==> src/common/cmogl_pkg.sv <==
package cmogl_pkg;
    // Device shape
    localparam int NUM_OUT = 4;
    localparam int NUM_IN = 2;
    localparam int APB_AW = 8;
    localparam int APB_DW = 32;

    // Timing: loss is declared after this long without a selected-input edge
    localparam int CLK_PERIOD_NS = 40;
    localparam int LOS_TIME_NS = 640;
    localparam int LOS_CYC = (LOS_TIME_NS + CLK_PERIOD_NS - 1) / CLK_PERIOD_NS;
    // Edges of the selected input needed before it counts as present
    localparam int VALID_EDGES = 4;

    // Register byte addresses
    localparam logic [APB_AW-1:0] ADDR_OUT_EN = 8'h00;
    localparam logic [APB_AW-1:0] ADDR_IN_CFG = 8'h04;
    localparam logic [APB_AW-1:0] ADDR_LOSS_EVT = 8'h08;
    localparam logic [APB_AW-1:0] ADDR_STATUS = 8'h0c;

    // Input config field layout: per input, termination then self-bias
    localparam int CFG_TERM0 = 0;
    localparam int CFG_BIAS0 = 1;
    localparam int CFG_STRIDE = 2;
    // Loss event flags, input 0 at bit 1, input 1 at bit 2
    localparam int EVT_BIT0 = 1;
    // Status fields
    localparam int STAT_LOSS = 0;
    localparam int STAT_SEL = 1;

    // Reset values
    localparam logic OUT_EN_RST = 1'b1;
    localparam logic CFG_RST = 1'b0;
    localparam logic EVT_RST = 1'b0;

    // Loss detector state
    typedef enum logic [1:0] {
        CMOGL_WAIT = 2'b00,
        CMOGL_VALID = 2'b01,
        CMOGL_LOST = 2'b10
    } cmogl_los_e;
endpackage

==> src/common/cmogl_gate_if.sv <==
`timescale 1ns/1ps
interface cmogl_gate_if;
    logic clk_lvl;
    logic rise;
    logic fall;
    logic en;
    logic park;
    logic out_true;
    logic out_comp;

    modport ctrl (output clk_lvl, output rise, output fall, output en, output park,
                  input out_true, input out_comp);
    modport gate (input clk_lvl, input rise, input fall, input en, input park,
                  output out_true, output out_comp);
endinterface

==> src/hdl/cmogl_out_gate.sv <==
`timescale 1ns/1ps
module cmogl_out_gate (
    input wire logic i_sys_clk,
    input wire logic i_nrst,
    cmogl_gate_if.gate g
);
    import cmogl_pkg::*;

    logic on_q;
    logic on_d;
    logic true_q;
    logic comp_q;

    // Gate opens only on a rising edge and, unless parked, closes only on a falling edge,
    // so outside park no shortened high or low phase reaches the pin
    assign on_d = g.park ? 1'b0 :
                  (g.rise && g.en) ? 1'b1 :
                  (g.fall && !g.en) ? 1'b0 : on_q;

    // Gate state and registered differential pair
    always_ff @(posedge i_sys_clk) begin
        if (!i_nrst) begin
            on_q <= 1'b0;
            true_q <= 1'b0;
            comp_q <= 1'b0;
        end else begin
            on_q <= on_d;
            true_q <= on_d & g.clk_lvl;
            comp_q <= on_d & ~g.clk_lvl;              // Low/low while closed
        end
    end

    assign g.out_true = true_q;
    assign g.out_comp = comp_q;

    park_low_a: assert property (@(posedge i_sys_clk) disable iff (!i_nrst)
        g.park |=> !true_q && !comp_q)
        else $error("parked output not low/low");
    start_rise_a: assert property (@(posedge i_sys_clk) disable iff (!i_nrst)
        $rose(on_q) |-> $past(g.rise) && $past(g.en) && true_q)
        else $error("gate opened off a rising edge");
    stop_fall_a: assert property (@(posedge i_sys_clk) disable iff (!i_nrst)
        $fell(on_q) |-> $past(g.park) || ($past(g.fall) && !$past(g.en)))
        else $error("gate closed mid high phase");
endmodule

==> src/hdl/cmogl_top.sv <==
// Decided for this implementation: register access over APB and the placing of the registers.
`timescale 1ns/1ps
// Summary of operation
// - Loss is judged only from edges seen on the selected input clock.
// - Loss drives the open-drain indicator low and sets the event flag.
// - Indicator stays asserted from reset until a valid selected clock appears.
// - Only the selected input affects the indicator; the other is ignored.
// - After loss, outputs are parked with true and complement both low.
// - Output runs only when management bit, pin and side-band bit all enable.
// - Enabling and disabling are synchronous and free of runts and glitches.
// - One management enable bit per output, set to one after reset.
// - Writing zero parks the output low/low; writing one restarts it cleanly.
// - Enable pin low enables its output.
// - Enable pin high stops its output low/low, synchronously and glitch-free.
// - Enable changes act only on edges of the running input clock.
// - Each input has its own self-bias and termination enable bit.
// - Per-input sticky loss flags, cleared by writing one, zero leaves them.
// - Side-band bit one enables its output, zero disables it.
module cmogl_top #(
    parameter int NUM_OUT = cmogl_pkg::NUM_OUT,
    parameter int LOS_CYC = cmogl_pkg::LOS_CYC
) (
    input wire logic i_sys_clk,
    input wire logic i_nrst,
    input wire logic i_psel,
    input wire logic i_penable,
    input wire logic i_pwrite,
    input wire logic [cmogl_pkg::APB_AW-1:0] i_paddr,
    input wire logic [cmogl_pkg::APB_DW-1:0] i_pwdata,
    output logic [cmogl_pkg::APB_DW-1:0] o_prdata,
    output logic o_pready,
    output logic o_pslverr,
    input wire logic [cmogl_pkg::NUM_IN-1:0] i_ref_clock_in,
    input wire logic i_clk_sel,
    input wire logic [NUM_OUT-1:0] i_output_enable_n_pin,
    input wire logic [NUM_OUT-1:0] i_sideband_shift_en,
    output logic [NUM_OUT-1:0] o_clk_true,
    output logic [NUM_OUT-1:0] o_clk_comp,
    output logic o_loss_indicator_n_o,
    output logic o_loss_indicator_n_oe,
    output logic [cmogl_pkg::NUM_IN-1:0] o_input_selfbias_en,
    output logic [cmogl_pkg::NUM_IN-1:0] o_rx_term_en
);
    import cmogl_pkg::*;

    localparam int SIL_W = $clog2(LOS_CYC + 1);
    localparam int EDG_W = $clog2(VALID_EDGES + 1);
    localparam logic [SIL_W-1:0] SIL_MAX = SIL_W'(LOS_CYC);
    localparam logic [EDG_W-1:0] EDG_LAST = EDG_W'(VALID_EDGES - 1);

    // Registers
    logic [NUM_OUT-1:0] out_en_q;
    logic [NUM_IN-1:0] bias_q;
    logic [NUM_IN-1:0] term_q;
    logic [NUM_IN-1:0] evt_q;
    logic [APB_DW-1:0] prdata_q;
    logic pready_q;
    logic pslverr_q;
    logic loss_oe_q;

    // Input sampling and loss detector state
    logic [NUM_IN-1:0] ref_lvl_q;
    logic sel_q;
    logic sel_lvl_prev_q;
    logic [SIL_W-1:0] silence_q;
    logic [SIL_W-1:0] silence_d;
    logic [EDG_W-1:0] edges_q;
    logic [EDG_W-1:0] edges_d;
    cmogl_los_e los_q;
    cmogl_los_e los_d;

    // APB decode
    wire setup = i_psel && !i_penable;
    wire access = i_psel && i_penable && pready_q;
    wire wr = access && i_pwrite;
    wire hit_out_en = (i_paddr == ADDR_OUT_EN);
    wire hit_in_cfg = (i_paddr == ADDR_IN_CFG);
    wire hit_evt = (i_paddr == ADDR_LOSS_EVT);
    wire hit_stat = (i_paddr == ADDR_STATUS);
    wire hit_any = hit_out_en || hit_in_cfg || hit_evt || hit_stat;
    wire wr_out_en = wr && hit_out_en;
    wire wr_in_cfg = wr && hit_in_cfg;
    wire wr_evt = wr && hit_evt;

    // Selected clock edges; the unselected input never reaches the detector
    wire sel_lvl = ref_lvl_q[sel_q];
    wire sel_rise = sel_lvl && !sel_lvl_prev_q;
    wire sel_fall = !sel_lvl && sel_lvl_prev_q;
    wire sel_edge = sel_rise || sel_fall;
    wire sel_change = (i_clk_sel != sel_q);
    wire silent_out = (silence_q == SIL_MAX);
    wire loss_pulse = (los_q == CMOGL_VALID) && silent_out && !sel_change;
    wire park = (los_q != CMOGL_VALID);

    // Read data layout
    logic [APB_DW-1:0] rd_out_en;
    logic [APB_DW-1:0] rd_in_cfg;
    logic [APB_DW-1:0] rd_evt;
    logic [APB_DW-1:0] rd_stat;
    logic [APB_DW-1:0] rdata_d;

    assign rd_out_en = APB_DW'(out_en_q);
    assign rd_evt = APB_DW'({evt_q, {EVT_BIT0{1'b0}}});
    assign rd_stat = APB_DW'({sel_q, park}) << STAT_LOSS;
    assign rdata_d = hit_out_en ? rd_out_en :
                     hit_in_cfg ? rd_in_cfg :
                     hit_evt ? rd_evt :
                     hit_stat ? rd_stat : '0;

    // Answer one cycle after setup; unmapped addresses answer with an error
    always_ff @(posedge i_sys_clk) begin
        if (!i_nrst) begin
            pready_q <= 1'b0;
            pslverr_q <= 1'b0;
            prdata_q <= '0;
        end else begin
            pready_q <= setup;
            pslverr_q <= setup && !hit_any;
            prdata_q <= setup ? rdata_d : '0;
        end
    end

    assign o_pready = pready_q;
    assign o_pslverr = pslverr_q;
    assign o_prdata = prdata_q;

    // Management enable bits, one per output, enabled after reset
    always_ff @(posedge i_sys_clk) begin
        if (!i_nrst) begin
            out_en_q <= {NUM_OUT{OUT_EN_RST}};
        end else if (wr_out_en) begin
            out_en_q <= i_pwdata[NUM_OUT-1:0];
        end
    end

    // Per-input config bits and sticky loss flags
    genvar gi;
    generate
        for (gi = 0; gi < NUM_IN; gi++) begin : g_in
            wire evt_set = loss_pulse && (sel_q == 1'(gi));
            wire evt_clr = wr_evt && i_pwdata[EVT_BIT0 + gi];

            assign rd_in_cfg[CFG_TERM0 + gi*CFG_STRIDE] = term_q[gi];
            assign rd_in_cfg[CFG_BIAS0 + gi*CFG_STRIDE] = bias_q[gi];

            // Set wins over a clear in the same cycle
            always_ff @(posedge i_sys_clk) begin
                if (!i_nrst) begin
                    evt_q[gi] <= EVT_RST;
                end else begin
                    evt_q[gi] <= evt_set || (evt_q[gi] && !evt_clr);
                end
            end

            always_ff @(posedge i_sys_clk) begin
                if (!i_nrst) begin
                    term_q[gi] <= CFG_RST;
                    bias_q[gi] <= CFG_RST;
                end else if (wr_in_cfg) begin
                    term_q[gi] <= i_pwdata[CFG_TERM0 + gi*CFG_STRIDE];
                    bias_q[gi] <= i_pwdata[CFG_BIAS0 + gi*CFG_STRIDE];
                end
            end
        end
    endgenerate

    assign rd_in_cfg[APB_DW-1:NUM_IN*CFG_STRIDE] = '0;
    assign o_input_selfbias_en = bias_q;
    assign o_rx_term_en = term_q;

    // Silence and edge counters for the selected input
    assign silence_d = (sel_edge || sel_change) ? '0 :
                       silent_out ? silence_q : silence_q + 1'b1;
    // First edge after a silence still counts, so four edges always suffice
    assign edges_d = (sel_change || los_q == CMOGL_VALID) ? '0 :
                     sel_edge ? (silent_out ? EDG_W'(1) : edges_q + 1'b1) :
                     silent_out ? '0 : edges_q;

    // Loss detector: a new selection must prove itself before outputs run
    always_comb begin
        los_d = los_q;
        unique case (los_q)
            CMOGL_WAIT, CMOGL_LOST: begin
                if (!sel_change && sel_edge && edges_q == EDG_LAST && !silent_out) begin
                    los_d = CMOGL_VALID;
                end
            end
            CMOGL_VALID: begin
                if (sel_change) begin
                    los_d = CMOGL_WAIT;
                end else if (silent_out) begin
                    los_d = CMOGL_LOST;
                end
            end
            default: los_d = CMOGL_WAIT;
        endcase
        if (sel_change && los_q != CMOGL_VALID) begin
            los_d = CMOGL_WAIT;
        end
    end

    // Detector registers; indicator pulled low until a valid clock is seen
    always_ff @(posedge i_sys_clk) begin
        if (!i_nrst) begin
            ref_lvl_q <= '0;
            sel_q <= 1'b0;
            sel_lvl_prev_q <= 1'b0;
            silence_q <= '0;
            edges_q <= '0;
            los_q <= CMOGL_WAIT;
            loss_oe_q <= 1'b1;
        end else begin
            ref_lvl_q <= i_ref_clock_in;
            sel_q <= i_clk_sel;
            sel_lvl_prev_q <= sel_change ? ref_lvl_q[i_clk_sel] : sel_lvl;
            silence_q <= silence_d;
            edges_q <= edges_d;
            los_q <= los_d;
            loss_oe_q <= (los_d != CMOGL_VALID);
        end
    end

    // Open-drain pin only ever pulls low
    always_ff @(posedge i_sys_clk) begin
        if (!i_nrst) begin
            o_loss_indicator_n_o <= 1'b0;
        end else begin
            o_loss_indicator_n_o <= 1'b0;
        end
    end
    assign o_loss_indicator_n_oe = loss_oe_q;

    // One gate per output; enables are only acted on at input clock edges
    genvar go;
    generate
        for (go = 0; go < NUM_OUT; go++) begin : g_out
            cmogl_gate_if gif ();

            assign gif.clk_lvl = sel_lvl;
            assign gif.rise = sel_rise && !sel_change;
            assign gif.fall = sel_fall && !sel_change;
            assign gif.en = out_en_q[go]
                            && !i_output_enable_n_pin[go]
                            && i_sideband_shift_en[go];
            assign gif.park = park;

            cmogl_out_gate u_gate (
                .i_sys_clk(i_sys_clk),
                .i_nrst(i_nrst),
                .g(gif.gate)
            );

            assign o_clk_true[go] = gif.out_true;
            assign o_clk_comp[go] = gif.out_comp;
        end
    endgenerate

    flag_set_a: assert property (@(posedge i_sys_clk) disable iff (!i_nrst)
        (loss_pulse && !sel_q) |=> evt_q[0])
        else $error("loss event flag not set");
    flag_clear_a: assert property (@(posedge i_sys_clk) disable iff (!i_nrst)
        (wr_evt && i_pwdata[EVT_BIT0] && !loss_pulse) |=> !evt_q[0])
        else $error("write one did not clear flag");
    flag_hold_a: assert property (@(posedge i_sys_clk) disable iff (!i_nrst)
        (evt_q[1] && !(wr_evt && i_pwdata[EVT_BIT0 + 1])) |=> evt_q[1])
        else $error("sticky flag dropped");
    loss_timeout_a: assert property (@(posedge i_sys_clk) disable iff (!i_nrst)
        (los_q == CMOGL_VALID && silent_out && !sel_change) |=> los_q == CMOGL_LOST
            ##0 o_loss_indicator_n_oe)
        else $error("silence not declared loss");
    indicator_state_a: assert property (@(posedge i_sys_clk) disable iff (!i_nrst)
        o_loss_indicator_n_oe == (los_q != CMOGL_VALID))
        else $error("indicator disagrees with detector");
    out_en_write_a: assert property (@(posedge i_sys_clk) disable iff (!i_nrst)
        wr_out_en |=> out_en_q == $past(i_pwdata[NUM_OUT-1:0]))
        else $error("enable bits not written");
    cfg_pins_a: assert property (@(posedge i_sys_clk) disable iff (!i_nrst)
        wr_in_cfg |=> o_rx_term_en[0] == $past(i_pwdata[CFG_TERM0])
            && o_input_selfbias_en[1] == $past(i_pwdata[CFG_BIAS0 + CFG_STRIDE]))
        else $error("config bits not on pins");
    apb_answer_a: assert property (@(posedge i_sys_clk) disable iff (!i_nrst)
        setup |=> o_pready ##1 !o_pready)
        else $error("answer not one cycle after setup");
    unmapped_err_a: assert property (@(posedge i_sys_clk) disable iff (!i_nrst)
        (setup && !hit_any) |=> o_pslverr && o_prdata == '0)
        else $error("unmapped access not refused");
    parked_outputs_a: assert property (@(posedge i_sys_clk) disable iff (!i_nrst)
        park [*2] |-> o_clk_true == '0 && o_clk_comp == '0)
        else $error("outputs not parked low/low");
endmodule

==> config.mk <==
export PLATFORM = sky130hd
export DESIGN_NAME = cmogl_top
export DESIGN_NICKNAME = d
export VERILOG_FILES = /design/src/common/cmogl_pkg.sv /design/src/common/cmogl_gate_if.sv /design/src/hdl/cmogl_out_gate.sv /design/src/hdl/cmogl_top.sv
export SDC_FILE = /design/constraint.sdc
export NUM_CORES = 1
export LEC_CHECK = 0
export ABC_AREA = 1
export BUFFER_PORTS_ARGS = -buffer_cell sky130_fd_sc_hd__buf_2
export CORE_UTILIZATION = 40
export DETAILED_ROUTE_END_ITERATION = 7
export MAX_ROUTING_LAYER = met4
export PLACE_DENSITY = 0.71
export SKIP_CTS_REPAIR_TIMING = 1
export SLEW_MARGIN = 0
export SYNTH_ARGS = -nofsm -noshare
export SYNTH_HDL_FRONTEND = slang
export SYNTH_HIERARCHICAL = 1
export SYNTH_SLANG_ARGS = --single-unit
==> constraint.sdc <==
create_clock -name i_sys_clk -period 4.2 [get_ports i_sys_clk]
set_input_delay 0.21 -clock i_sys_clk [delete_from_list [all_inputs] [get_ports i_sys_clk]]
set_output_delay 0.21 -clock i_sys_clk [all_outputs]
set_load 0.005 [all_outputs]
==> results.md <==
- Die Wd: 75.9 um
- Outcome: finished, final reports clean
- Largest vdd supply drop: 0.183 mV
- Number of global-route vias before repair: 1658
- Final setup fails: 0
- Pwr dens: 307 mW/mm^2
- I/O pins: 104
- Cell Rows: 26
- Yosys top cell area share: 39.4%
- CTS buffer count: 5
- Fin. max-slew vios: 0
- Post-synthesis sequential area ratio: 39.4%
- Ys Warns: 6
- Via count: 1828
- Fin area: 0.00241 mm^2
- Initial antenna violation count: 0
- Pin count of the biggest net entering global routing: 19
- Worst-path cell chain: inv_1 > or2_2 > o21ai_0 > inv_1 > ha_1 > nor2_1 > nand3_1 > nand2_1 > nand3_1
- Fin cells: 421
- Placed insts: 413
- Avg WL per Cell: 9.16 um
- HPWL Detailed: 2940 um
- Clk_lat worst skew: 0.29 ns
- H-Tree Depth: 2
- Final Cycle Share: 51.4%
- Sink Count: 43
- First-pass GRT wire length: 6960 um
- Worst hold path class: input pin to flip-flop
- CP Launch Type: flip-flop
- RSZ-0062 raised after global routing: false
- Root Driver: clkbuf_8
- Clock Skew: 0.00696 ns
- Die area: 0.00577 mm^2
- Top post-synthesis cells by area: dfxtp_1 (39%), buf_4 (13%), nand2_1 (11%), inv_1 (8.1%), nor2_1 (7.0%)
- Fin crit period: 2.16 ns
- Max-cap violations: 0
- Post-synth top area cell: dfxtp_1
- Drt initial violations: 115
- Avg Inst Size Synth: 7.12 um^2
- Fin. Hold Viols: 0
- Drt pass-1 iters: 4
- Fillers: 532
- Yosys reg bits: 43
- Setup TNS: 0 ns
- Max Fclk: 463 MHz
- Synthesized area: 0.00219 mm^2
- Nets: 412
- Post-DP Area: 0.00233 mm^2
- Core area: 0.00517 mm^2
- Clock buffer depth: 2
- DRC viols: 0
- Register Area: 861 um^2
- Yosys cell types: 24
- Final GP Congestion: 0.838
- Worst Path Required: 4.35 ns
- Initial Util: 42.3%
- Share of cells above drive strength 1: 18.2%
- WS Path Type: flip-flop to flip-flop
- Syn Inst Count: 307
- Area growth syn-to-layout: 10.4%
- Via density: 4.34
- Crit-path max FO: 9
- Leakage: 0.00127 uW
- CP peak stage delay: 0.48 ns
- Routed wire length: 3860 um
- Die extent in y: 75.9 um
- Crit path DAT: 2.31 ns
- ANT nets after route: 0
- # port buffers: 46
- CP max-delay cell: dfxtp_1
- Clock slew seen by the registers of the worst setup and hold paths: 0.08 ns
- Total GRT Usage: 15.1%
- CTS tree: yes
- Residual overflow from global routing: 0
- Crit end category: flip-flop
- Area of the multi-input gates: 970 um^2
- N_diodes: 0
sequential cells by signal, indices dropped and copies added, names as in the netlist, 3 cells and up:
| register | cells |
|---|---|
| g_out.u_gate/g.out_comp | 4 |
| g_out.u_gate/on_q | 4 |
| edges_q | 3 |
| o_prdata | 4 |
| silence_q | 5 |
| out_en_q | 4 |
| g_out.u_gate/g.out_true | 4 |
area by class of cell:
type	instances	area share, %
Multi-Input combinational cell	206	40.2
Inverter	48	7.47
Timing Repair Buffer	46	9.54
Tap cell	70	3.63
Sequential cell	43	35.7
Clock inverter	2	0.518
Clock buffer	6	3.01
layer usage:
layer	routed length [um]	track usage, %
met5	0	-
met4	42	4.42
met3	278	3.73
met2	1780	24.4
met1	1760	18.7
synthesized netlist by cell type:
master    instances
nor3_2            1
xor2_1            3
nor3_1            1
nand2_1          67
a21oi_1          12
xnor2_2           1
xnor2_1           1
inv_2             1
inv_1            47
nand3_1          23
conb_1            1
nand2_2           1
nor3_4            1
or2_2             2
nor2_4            1
nor2_1           41
nor2_2            2
dfxtp_1          43
nand3_2           1
ha_1              6
buf_4            37
clkbuf_1          1
o21ai_0           9
nand4_1           4
cell families after synthesis:
group / Yosys count / share of synthesized area [%]
simple gates: 145 / 28.8
flops: 43 / 39.4
compound gates: 21 / 4.81
buf+inv: 86 / 21.1
xor+xnor: 5 / 2.35
fa+ha+maj: 6 / 3.43
other cells: 1 / 0.171
where the power goes:
part	internal [uW]	total, uW	switching (uW)
combinational	26.0	71.9	45.9
clock	116	252	135
sequential	413	417	4.00
total	555	740	185
cells in the final DEF, fill, tap and decap left out:
| master | Yosys | final |
|---|---|---|
| a21oi_1 | 12 | 12 |
| buf_2 | 0 | 46 |
| clkbuf_1 | 1 | 1 |
| clkbuf_8 | 0 | 5 |
| clkinv_2 | 0 | 1 |
| clkinvlp_4 | 0 | 1 |
| conb_1 | 1 | 29 |
| dfxtp_1 | 43 | 43 |
| ha_1 | 6 | 6 |
| inv_1 | 47 | 47 |
| inv_2 | 1 | 1 |
| nand2_1 | 67 | 67 |
| nand2_2 | 1 | 1 |
| nand3_1 | 23 | 23 |
| nand3_2 | 1 | 1 |
| nand4_1 | 4 | 4 |
| nor2_1 | 41 | 41 |
| nor2_2 | 2 | 2 |
| nor2_4 | 1 | 1 |
| nor3_1 | 1 | 1 |
| nor3_2 | 1 | 1 |
| nor3_4 | 1 | 1 |
| o21ai_0 | 9 | 9 |
| or2_2 | 2 | 2 |
| xnor2_1 | 1 | 1 |
| xnor2_2 | 1 | 1 |
| xor2_1 | 3 | 3 |
worst paths after layout:
check	slack (ns)	start	cells past startpoint	to
worst max-delay path	2.04	sel_q$_SDFF_PN0_	9	o_loss_indicator_n_oe$_SDFF_PN1_
worst min-delay path	0.11	i_ref_clock_in[0]	3	ref_lvl_q[0]$_SDFF_PN0_
worst max register to register	2.04	sel_q$_SDFF_PN0_	9	o_loss_indicator_n_oe$_SDFF_PN1_
worst min register to register	0.47	evt_q[0]$_SDFF_PN0_	2	evt_q[0]$_SDFF_PN0_
metrics by stage:
step	power (uW)	util, %	hold WS [ns]	setup WS, ns
after global placement	496	45.0	0.399	2.05
final	740	46.7	0.105	2.04
after CTS	749	46.7	0.103	2.03
after global routing	780	46.7	0.113	1.79
after detailed placement	498	45.0	0.401	2.05
after floorplan	491	-	0.303	2.38
worst max-delay path, delay by kind of cell, from the launching register on:
family | cells | cell delay, ns
compound gates | 1 | 0.14
fa+ha+maj | 1 | 0.39
buf+inv | 2 | 0.31
flops | 1 | 0.48
simple gates | 5 | 0.72
(Power assumes the default switching activity.)
